### src/prs_pkg.sv
// shared constants and carrier types for the pressure readout slave
package prs_pkg;

	// bus addressing
	localparam logic [6:0]  PRIMARY_ADDR      = 7'h78;
	localparam logic [6:0]  SECONDARY_ADDR_RST = 7'h00;

	// conversion cycle timing
	localparam int          CLK_HZ            = 100000000;
	localparam int          CYCLE_TIME_NS     = 250000;
	localparam int          CYCLE_CLKS        = (CYCLE_TIME_NS * (CLK_HZ / 1000000)) / 1000;

	// output count encoding for the 3 V variants
	localparam logic [14:0] COUNT_MIN         = 15'h0AAB;
	localparam logic [14:0] COUNT_FULL        = 15'h5FFF;
	localparam logic [14:0] COUNT_ZERO_CENTRE = 15'h3555;
	localparam logic [14:0] FULL_SCALE_SPAN   = 15'h5555;
	localparam logic [14:0] HALF_SPAN         = 15'h2AAA;

	// reset values and the bit count at the acknowledge slot
	localparam logic [14:0] RESULT_RST        = 15'h0AAB;
	localparam logic [3:0]  BIT_CNT_RST       = 4'h0;
	localparam logic [3:0]  BIT_CNT_ACK       = 4'h8;

	// calibration mode: one-sided span or zero-centred span
	typedef enum logic [1:0]
	{
		PRS_MODE_ONE_SIDED = 2'b01,
		PRS_MODE_CENTRED   = 2'b10
	} prs_mode_type;

	// serial engine states
	typedef enum logic [5:0]
	{
		PRS_IDLE     = 6'b000001,
		PRS_ADDR     = 6'b000010,
		PRS_ADDR_ACK = 6'b000100,
		PRS_SEND     = 6'b001000,
		PRS_MACK     = 6'b010000,
		PRS_IGNORE   = 6'b100000
	} prs_state_type;

	// synchronised bus pin levels and their edges
	typedef struct packed
	{
		logic scl;
		logic sda;
		logic scl_rise;
		logic scl_fall;
		logic start;
		logic stop;
	} prs_bus_type;

endpackage

### src/prs_conv.sv
// free-running conversion cycle producing the corrected pressure word
`timescale 1ns/1ns
module prs_conv #(
	parameter int CYCLE_CLKS = prs_pkg::CYCLE_CLKS
)(
	input  wire logic                clk,
	input  wire logic                resetn,
	input  wire logic [11:0]         raw_sample,
	input  wire prs_pkg::prs_mode_type mode,
	output logic      [14:0]         result,
	output logic                     result_strobe
);

	logic [$clog2(CYCLE_CLKS)-1:0] cycle_cnt;
	logic [26:0]                   scaled;
	logic [14:0]                   next_result;

	// cycle divider, one strobe each conversion period
	always_ff @(posedge clk)
	begin
		if (!resetn)
		begin
			cycle_cnt     <= '0;
			result_strobe <= 1'b0;
		end
		else if (cycle_cnt == ($clog2(CYCLE_CLKS))'(CYCLE_CLKS - 1))
		begin
			cycle_cnt     <= '0;
			result_strobe <= 1'b1;
		end
		else
		begin
			cycle_cnt     <= cycle_cnt + 1'b1;
			result_strobe <= 1'b0;
		end
	end

	// 12-bit sample scaled onto the full span, offset by the mode's floor
	always_comb
	begin
		scaled = 27'(raw_sample) * 27'(prs_pkg::FULL_SCALE_SPAN);
		if (mode == prs_pkg::PRS_MODE_CENTRED)
			next_result = prs_pkg::COUNT_ZERO_CENTRE - prs_pkg::HALF_SPAN + scaled[26:12];
		else
			next_result = prs_pkg::COUNT_MIN + scaled[26:12];
	end

	// holding register refreshed once per cycle
	always_ff @(posedge clk)
	begin
		if (!resetn)
			result <= prs_pkg::RESULT_RST;
		else if (result_strobe)
			result <= next_result;
	end

endmodule // prs_conv

### src/prs_slave.sv
// two-wire read-only slave serving the pressure word
`timescale 1ns/1ns
// Summary of operation
// - new 15-bit result about every 250 us
// - slave only, never drives clock
// - both lines released while idle
// - falling data, clock high: start
// - rising data, clock high: stop
// - repeated starts each served
// - data changes only while clock low
// - eight-bit bytes, most significant first
// - receiver acknowledges on ninth pulse
// - master no-ack: stop sending, release
// - answer primary address 1111000
// - also answer optional secondary address
// - address byte: seven bits plus direction
// - read returns two bytes, 15-bit result
// - one-sided: 2731 to 24575 counts (the scaling here tops out at 24570)
// - centred: zero at 13653 counts
module prs_slave #(
	parameter int CYCLE_CLKS = prs_pkg::CYCLE_CLKS
)(
	input  wire logic                  clk,
	input  wire logic                  resetn,
	input  wire logic                  scl_in,
	input  wire logic                  sda_in,
	output logic                       sda_out,
	output logic                       sda_oe_n,
	output logic                       scl_out,
	output logic                       scl_oe_n,
	input  wire logic [11:0]           raw_sample,
	input  wire prs_pkg::prs_mode_type mode,
	input  wire logic                  secondary_en,
	input  wire logic [6:0]            secondary_addr,
	output logic [14:0]                result,
	output logic                       busy
);

	////////////////////////////////////////////////////////////////////////
	// declarations

	logic [1:0]             scl_sync;
	logic [1:0]             sda_sync;
	logic                   scl_prev;
	logic                   sda_prev;
	prs_pkg::prs_bus_type   bus;
	prs_pkg::prs_state_type state;
	prs_pkg::prs_state_type next_state;
	logic [3:0]             bit_cnt;
	logic [7:0]             addr_shift;
	logic [15:0]            tx_shift;
	logic                   master_ack;
	logic                   addr_match;

	////////////////////////////////////////////////////////////////////////
	// address decode

	// shared by the state logic and the snapshot capture
	function automatic logic addr_hit(
		input logic [6:0] addr,
		input logic       sec_en,
		input logic [6:0] sec_addr
	);
		logic hit;
		hit = (addr == prs_pkg::PRIMARY_ADDR);
		if (sec_en && (addr == sec_addr))
			hit = 1'b1;
		return hit;
	endfunction

	// seven address bits sit above the direction bit
	assign addr_match = addr_hit(addr_shift[7:1], secondary_en, secondary_addr);

	////////////////////////////////////////////////////////////////////////
	// pin synchronisers and edge finding

	// two flops on each pin, idle level high so reset leaves no false edge
	always_ff @(posedge clk)
	begin
		if (!resetn)
		begin
			scl_sync <= 2'b11;
			sda_sync <= 2'b11;
		end
		else
		begin
			scl_sync <= {scl_sync[0], scl_in};
			sda_sync <= {sda_sync[0], sda_in};
		end
	end

	// previous synchronised levels, only the second flop is read
	always_ff @(posedge clk)
	begin
		if (!resetn)
		begin
			scl_prev <= 1'b1;
			sda_prev <= 1'b1;
		end
		else
		begin
			scl_prev <= scl_sync[1];
			sda_prev <= sda_sync[1];
		end
	end

	// bus events; start and stop need the clock high on both samples
	always_comb
	begin
		bus.scl      = scl_sync[1];
		bus.sda      = sda_sync[1];
		bus.scl_rise = scl_sync[1] && !scl_prev;
		bus.scl_fall = !scl_sync[1] && scl_prev;
		bus.start    = scl_sync[1] && scl_prev && sda_prev && !sda_sync[1];
		bus.stop     = scl_sync[1] && scl_prev && !sda_prev && sda_sync[1];
	end

	////////////////////////////////////////////////////////////////////////
	// serial engine

	// state register
	always_ff @(posedge clk)
	begin
		if (!resetn)
			state <= prs_pkg::PRS_IDLE;
		else
			state <= next_state;
	end

	// stop and start win over any slot, so a cut frame always ends cleanly
	always_comb
	begin
		next_state = state;
		if (bus.stop)
			next_state = prs_pkg::PRS_IDLE;
		else if (bus.start)
			next_state = prs_pkg::PRS_ADDR;
		else
		begin
			case (state)
				prs_pkg::PRS_IDLE:
					next_state = prs_pkg::PRS_IDLE;
				prs_pkg::PRS_ADDR:
				begin
					if (bus.scl_fall && (bit_cnt == prs_pkg::BIT_CNT_ACK))
					begin
						if (addr_match)
							next_state = prs_pkg::PRS_ADDR_ACK;
						else
							next_state = prs_pkg::PRS_IGNORE;
					end
				end
				prs_pkg::PRS_ADDR_ACK:
				begin
					// read-only block: a write is acknowledged, then left alone
					if (bus.scl_fall)
					begin
						if (addr_shift[0])
							next_state = prs_pkg::PRS_SEND;
						else
							next_state = prs_pkg::PRS_IGNORE;
					end
				end
				prs_pkg::PRS_SEND:
				begin
					if (bus.scl_fall && (bit_cnt == (prs_pkg::BIT_CNT_ACK - 4'h1)))
						next_state = prs_pkg::PRS_MACK;
				end
				prs_pkg::PRS_MACK:
				begin
					if (bus.scl_fall)
					begin
						if (master_ack)
							next_state = prs_pkg::PRS_SEND;
						else
							next_state = prs_pkg::PRS_IGNORE;
					end
				end
				prs_pkg::PRS_IGNORE:
					next_state = prs_pkg::PRS_IGNORE;
				default:
					next_state = prs_pkg::PRS_IDLE;
			endcase
		end
	end

	// engine is busy whenever it is not idle
	assign busy = (state != prs_pkg::PRS_IDLE);

	////////////////////////////////////////////////////////////////////////
	// bit counting and shifting

	// address bits counted on rises, sent bits on falls
	always_ff @(posedge clk)
	begin
		if (!resetn)
			bit_cnt <= prs_pkg::BIT_CNT_RST;
		else if (bus.start || bus.stop)
			bit_cnt <= prs_pkg::BIT_CNT_RST;
		else if ((state == prs_pkg::PRS_ADDR) && bus.scl_rise)
			bit_cnt <= bit_cnt + 4'h1;
		else if ((state == prs_pkg::PRS_ADDR_ACK) || (state == prs_pkg::PRS_MACK))
			bit_cnt <= prs_pkg::BIT_CNT_RST;
		else if ((state == prs_pkg::PRS_SEND) && bus.scl_fall)
		begin
			if (bit_cnt == (prs_pkg::BIT_CNT_ACK - 4'h1))
				bit_cnt <= prs_pkg::BIT_CNT_RST;
			else
				bit_cnt <= bit_cnt + 4'h1;
		end
	end

	// address byte arrives most significant bit first
	always_ff @(posedge clk)
	begin
		if (!resetn)
			addr_shift <= 8'h00;
		else if (bus.start)
			addr_shift <= 8'h00;
		else if ((state == prs_pkg::PRS_ADDR) && bus.scl_rise)
			addr_shift <= {addr_shift[6:0], bus.sda};
	end

	// snapshot at address match, so a refresh mid-read cannot tear the word
	always_ff @(posedge clk)
	begin
		if (!resetn)
			tx_shift <= 16'h0000;
		else if ((state == prs_pkg::PRS_ADDR) && (next_state == prs_pkg::PRS_ADDR_ACK))
			tx_shift <= {1'b0, result};
		else if ((state == prs_pkg::PRS_SEND) && bus.scl_fall)
			tx_shift <= {tx_shift[14:0], tx_shift[15]};
	end

	// master acknowledge taken while the clock is high
	always_ff @(posedge clk)
	begin
		if (!resetn)
			master_ack <= 1'b0;
		else if ((state == prs_pkg::PRS_MACK) && bus.scl_rise)
			master_ack <= !bus.sda;
	end

	////////////////////////////////////////////////////////////////////////
	// pin drive

	// open drain: the line moves only after a seen clock fall, or is released on a start or stop
	always_ff @(posedge clk)
	begin
		if (!resetn)
			sda_oe_n <= 1'b1;
		else if (bus.stop || bus.start)
			sda_oe_n <= 1'b1;
		else if (bus.scl_fall)
		begin
			case (next_state)
				prs_pkg::PRS_ADDR_ACK:
					sda_oe_n <= 1'b0;
				prs_pkg::PRS_SEND:
				begin
					if (state == prs_pkg::PRS_SEND)
						sda_oe_n <= tx_shift[14];
					else
						sda_oe_n <= tx_shift[15];
				end
				default:
					sda_oe_n <= 1'b1;
			endcase
		end
	end

	// data pin only ever pulls low; the clock pin is never driven
	always_ff @(posedge clk)
	begin
		if (!resetn)
		begin
			sda_out  <= 1'b0;
			scl_out  <= 1'b0;
			scl_oe_n <= 1'b1;
		end
		else
		begin
			sda_out  <= 1'b0;
			scl_out  <= 1'b0;
			scl_oe_n <= 1'b1;
		end
	end

	////////////////////////////////////////////////////////////////////////
	// conversion cycle

	// sample and mode are on this clock, so no synchroniser is needed
	prs_conv #(
		.CYCLE_CLKS    (CYCLE_CLKS)
	) prs_conv_inst (
		.clk           (clk),
		.resetn        (resetn),
		.raw_sample    (raw_sample),
		.mode          (mode),
		.result        (result),
		.result_strobe ()
	);

endmodule // prs_slave

### config.mk
export PLATFORM = sky130hd
export DESIGN_NAME = prs_slave
export DESIGN_NICKNAME = d
export VERILOG_FILES = /design/src/prs_pkg.sv /design/src/prs_conv.sv /design/src/prs_slave.sv
export SDC_FILE = /design/constraint.sdc
export NUM_CORES = 1
export LEC_CHECK = 0
export BUFFER_PORTS_ARGS = -buffer_cell sky130_fd_sc_hd__buf_4
export CAP_MARGIN = 10
export CORE_UTILIZATION = 50
export CTS_CLUSTER_SIZE = 14
export DETAILED_ROUTE_END_ITERATION = 7
export GPL_ROUTABILITY_DRIVEN = 1
export GPL_TIMING_DRIVEN = 1
export PLACE_DENSITY_LB_ADDON = 0.08
export SLEW_MARGIN = 15
export SYNTH_ARGS = -nofsm -noshare
export SYNTH_HDL_FRONTEND = slang
export SYNTH_SLANG_ARGS = --single-unit
### constraint.sdc
create_clock -name clk -period 5.8 [get_ports clk]
set_input_delay 0.29 -clock clk [delete_from_list [all_inputs] [get_ports clk]]
set_output_delay 0.29 -clock clk [all_outputs]
set_load 0.01 [all_outputs]
==> impl_metrics.yaml <==
global_route:
  grt-ovfl-total: 0
  grt.total_usage: 0.2030
  grt_antenna_before_repair: 0
  grt_max_degree: 34
  grt_pass1_vias: 4408
  grt_pass1_wl_mm: 19.42
final_layout:
  seqCellArea_um2: 1461
  nFillCells: 1056
  drive_above_1_share: 0.1241
  syn2layout_area_growth_pct: 12.96
  stdcell_count: 844
  antenna_cells: 0
  multi_input_area_um2: 4020
  final_area_um2: 6566
  layout.nets: 819
job:
  max_cap_viol_count: 0
detailed_routing:
  drt-initial-drc-count: 197
  routed_wl_mm: 11.50
  wl_per_cell_um: 13.62
  vias: 4532
  dr.pass1.iters: 5
  ant_nets: 0
  via_per_inst: 5.370
  drc_errors: 0
die:
  start_util: 0.5113
  io_pins: 46
  core_area_um2: 11370
  row_count: 39
  die-area_um2: 12060
  die_w_um: 109.8
  die_h_um: 109.8
setup_path:
  path_max_fanout: 6
  regToRegStartpoint: "state[2]"
  crit_path_start: "raw_sample[8]"
  worst-endpoint-arrival_ns: 5.57
  worstSetupEndpointType: "register"
  cp.required_ns: 5.98
  crit_type: "primary input to register"
  start_kind: "primary input"
clock_network:
  cts_tree: "done"
  clk_pin_slew_ns: 0.06
  cts.sinks: 73
  clock-root-buffer: "clkbuf_16"
  max-clock-path-buffers: 2
  clk_latency_ns: 0.33
  cts-buffers-inserted: 9
  htreeDepth: 3
power_and_ir_drop:
  peakVddDrop_uv: 279.8
  combPwrFrac: 0.712
  seqPwrFrac: 0.138
  leakage_nw: 3.061
  clkPwrFrac: 0.150
  power.share.switching: 0.4634
  p_switching_w: 0.001712
  power.internal_w: 0.001983
  power_density_nw_per_um2: 562.7
sta:
  finalHoldViolCount: 0
  maxSlewHeadroom: 0.3878
  layout_min_cycle_time_ns: 5.386
  fin_crit_sh: 0.9286
  fin_skew_ns: 0.006669
  rsz0062_at_grt: "false"
  worstMarginPinSlew_ns: 0.9086
  max_clock_freq_mhz: 185.7
  setup-violations-final: 0
  final_max_slew_viol_count: 0
placed_design:
  dp_cells: 828
  place_hpwl_mm: 9.309
  gp_congestion: 0.8079
  placed_area_um2: 6242
  portBuffers: 40
yosys:
  yosysSeqAreaShare: 0.2514
  synth_edf_count: 0
  netlist_instances: 658
  yosysWarnings: 0
  synth.distinct_cells: 68
  synthArstFlopShare: 0
  avgSynthCellArea_um2: 8.834
  synth_flop_cell: "dfxtp_1"
  synth-seq-cells: 73
  syn_area_um2: 5813
hold_path:
  min_path_type: "primary input to register"
  min_from: "scl_in"
status:
  outcome: "completed"
cells in the final DEF (no fill, tap or decap), types with 5 or more instances in the layout:
cell type  netlist  final
nor3_1           5      5
a21oi_1         25     24
and3_1           9      9
nand2_1         40     40
nand4_1          9      9
ha_1            65     65
or2_2            5      5
nand2b_1        11     11
nand3_1         20     20
fa_1            31     31
mux2i_1         30     30
xnor2_1         24     24
buf_4            3     43
xor2_1          21     21
inv_1           69     69
o21ai_0         25     25
a31oi_1          6      6
a211oi_1        16     16
clkbuf_16        0      9
dfxtp_1         73     73
nor2b_1          6      6
nor2_1          79     79
per-stage QoR:
stage	power (W)	util	hold WS, ns	worst slack [ns]	TNS (ns)
final	0.003695	0.5775	0.1412	0.4139	0
after global routing	0.004064	0.5775	0.1370	0.02394	0
after CTS	0.003712	0.5759	0.1257	0.3385	0
after detailed placement	0.003138	0.5490	0.3988	-0.007879	-0.007879
after global placement	0.003087	0.5490	0.3909	0.1614	0
after floorplan	0.002656	-	0.3863	0.4781	0
per-layer routing:
layer	track usage	part of all wire
met1	0.2457	0.46
met2	0.3625	0.49
met3	0.03379	0.029
met4	0.06762	0.015
met5	0	0
timing repair:
| item | 4_1_cts | 5_1_grt |
|---|---|---|
| resized for setup | 0 | 1 |
| hold buffers | 0 | 0 |
| buffers inserted | 0 | 0 |
| setup endpoints to repair | 0 | 1 |
cells in the mapped netlist (all sizes together) (3+ instances only):
| library cell | number | share of area |
|---|---|---|
| nor2 | 79 | 0.051 |
| dfxtp | 73 | 0.25 |
| inv | 69 | 0.045 |
| ha | 65 | 0.14 |
| nand2 | 40 | 0.026 |
| fa | 31 | 0.11 |
| mux2i | 30 | 0.052 |
| a21oi | 28 | 0.026 |
| o21ai | 28 | 0.024 |
| xnor2 | 24 | 0.036 |
| xor2 | 22 | 0.036 |
| nand3 | 21 | 0.019 |
| a211oi | 16 | 0.021 |
| and3 | 11 | 0.013 |
| clkbuf | 11 | 0.0071 |
| nand2b | 11 | 0.012 |
| nand4 | 10 | 0.013 |
| or2 | 7 | 0.0075 |
| a31oi | 6 | 0.0065 |
| buf | 6 | 0.0060 |
| nor2b | 6 | 0.0065 |
| nor3 | 5 | 0.0043 |
| o211ai | 5 | 0.0082 |
| nand3b | 4 | 0.0052 |
| nor4 | 4 | 0.0043 |
| o21a | 4 | 0.0054 |
| a21o | 3 | 0.0039 |
| a22oi | 3 | 0.0039 |
| and2 | 3 | 0.0039 |
| nand4b | 3 | 0.0071 |
final timing paths:
kind,to,slack (ns),cells after the start
worst max-delay path,prs_conv_inst.result[14],0.41,25
worst max register to register,bit_cnt[0],3.19,7
worst min-delay path,scl_sync[0],0.14,2
worst min register to register,scl_sync[1],0.41,1
registers in the layout, indices dropped and copies added, names as in the netlist:
signal and cells:
state 6, sda_oe_n 1, scl_sync 2, addr_shift 8, prs_conv_inst.result_strobe 1, master_ack 1, scl_prev 1, sda_sync 2
prs_conv_inst.result 15, sda_prev 1, tx_shift 16, prs_conv_inst.cycle_cnt 15, bit_cnt 4
layout make-up:
type	count	share of cell area
clock inverters	4	0.008003
flip-flops and latches	73	0.2226
well taps	143	0.02725
clock buffers	11	0.03849
repair buffers	44	0.05145
multi-input cells	499	0.6122
inverters	70	0.04002
worst max-delay path: stages:
cell      delay, ns
buf_4          0.13
ha_1           0.33
inv_1          0.07
fa_1           0.47
inv_1          0.07
fa_1           0.57
fa_1           0.58
inv_1          0.05
fa_1           0.50
inv_1          0.04
ha_1           0.36
a21oi_1        0.18
o21ai_0        0.12
a31o_2         0.24
xor2_1         0.18
inv_1          0.06
ha_1           0.21
nor2b_1        0.11
mux2i_1        0.10
a21oi_2        0.19
o221ai_2       0.14
a21oi_2        0.21
o211ai_1       0.11
xnor2_1        0.17
a21oi_1        0.08
cells by family after synthesis:
family | count (synthesis) | synth area share
XOR/XNOR | 46 | 0.07254
adder cells (fa/ha/maj) | 96 | 0.2467
buffers and inverters | 87 | 0.05833
flip-flops | 73 | 0.2514
AND/OR/NAND/NOR | 213 | 0.1849
other | 2 | 0.001292
multiplexers | 32 | 0.05553
AO/OA/AOI/OAI | 109 | 0.1294
power groups by stage:
| stage | sequential (W) | combinational [W] | clock (W) |
|---|---|---|---|
| finish | 0.000510 | 0.00263 | 0.000555 |
| global route | 0.000510 | 0.00297 | 0.000584 |
| CTS | 0.000509 | 0.00263 | 0.000569 |
| detailed placement | 0.000520 | 0.00262 | 0 |
| global placement | 0.000520 | 0.00257 | 0 |
| floorplan | 0.000520 | 0.00214 | 0 |
No activity file was read; power rests on OpenSTA's default activity.
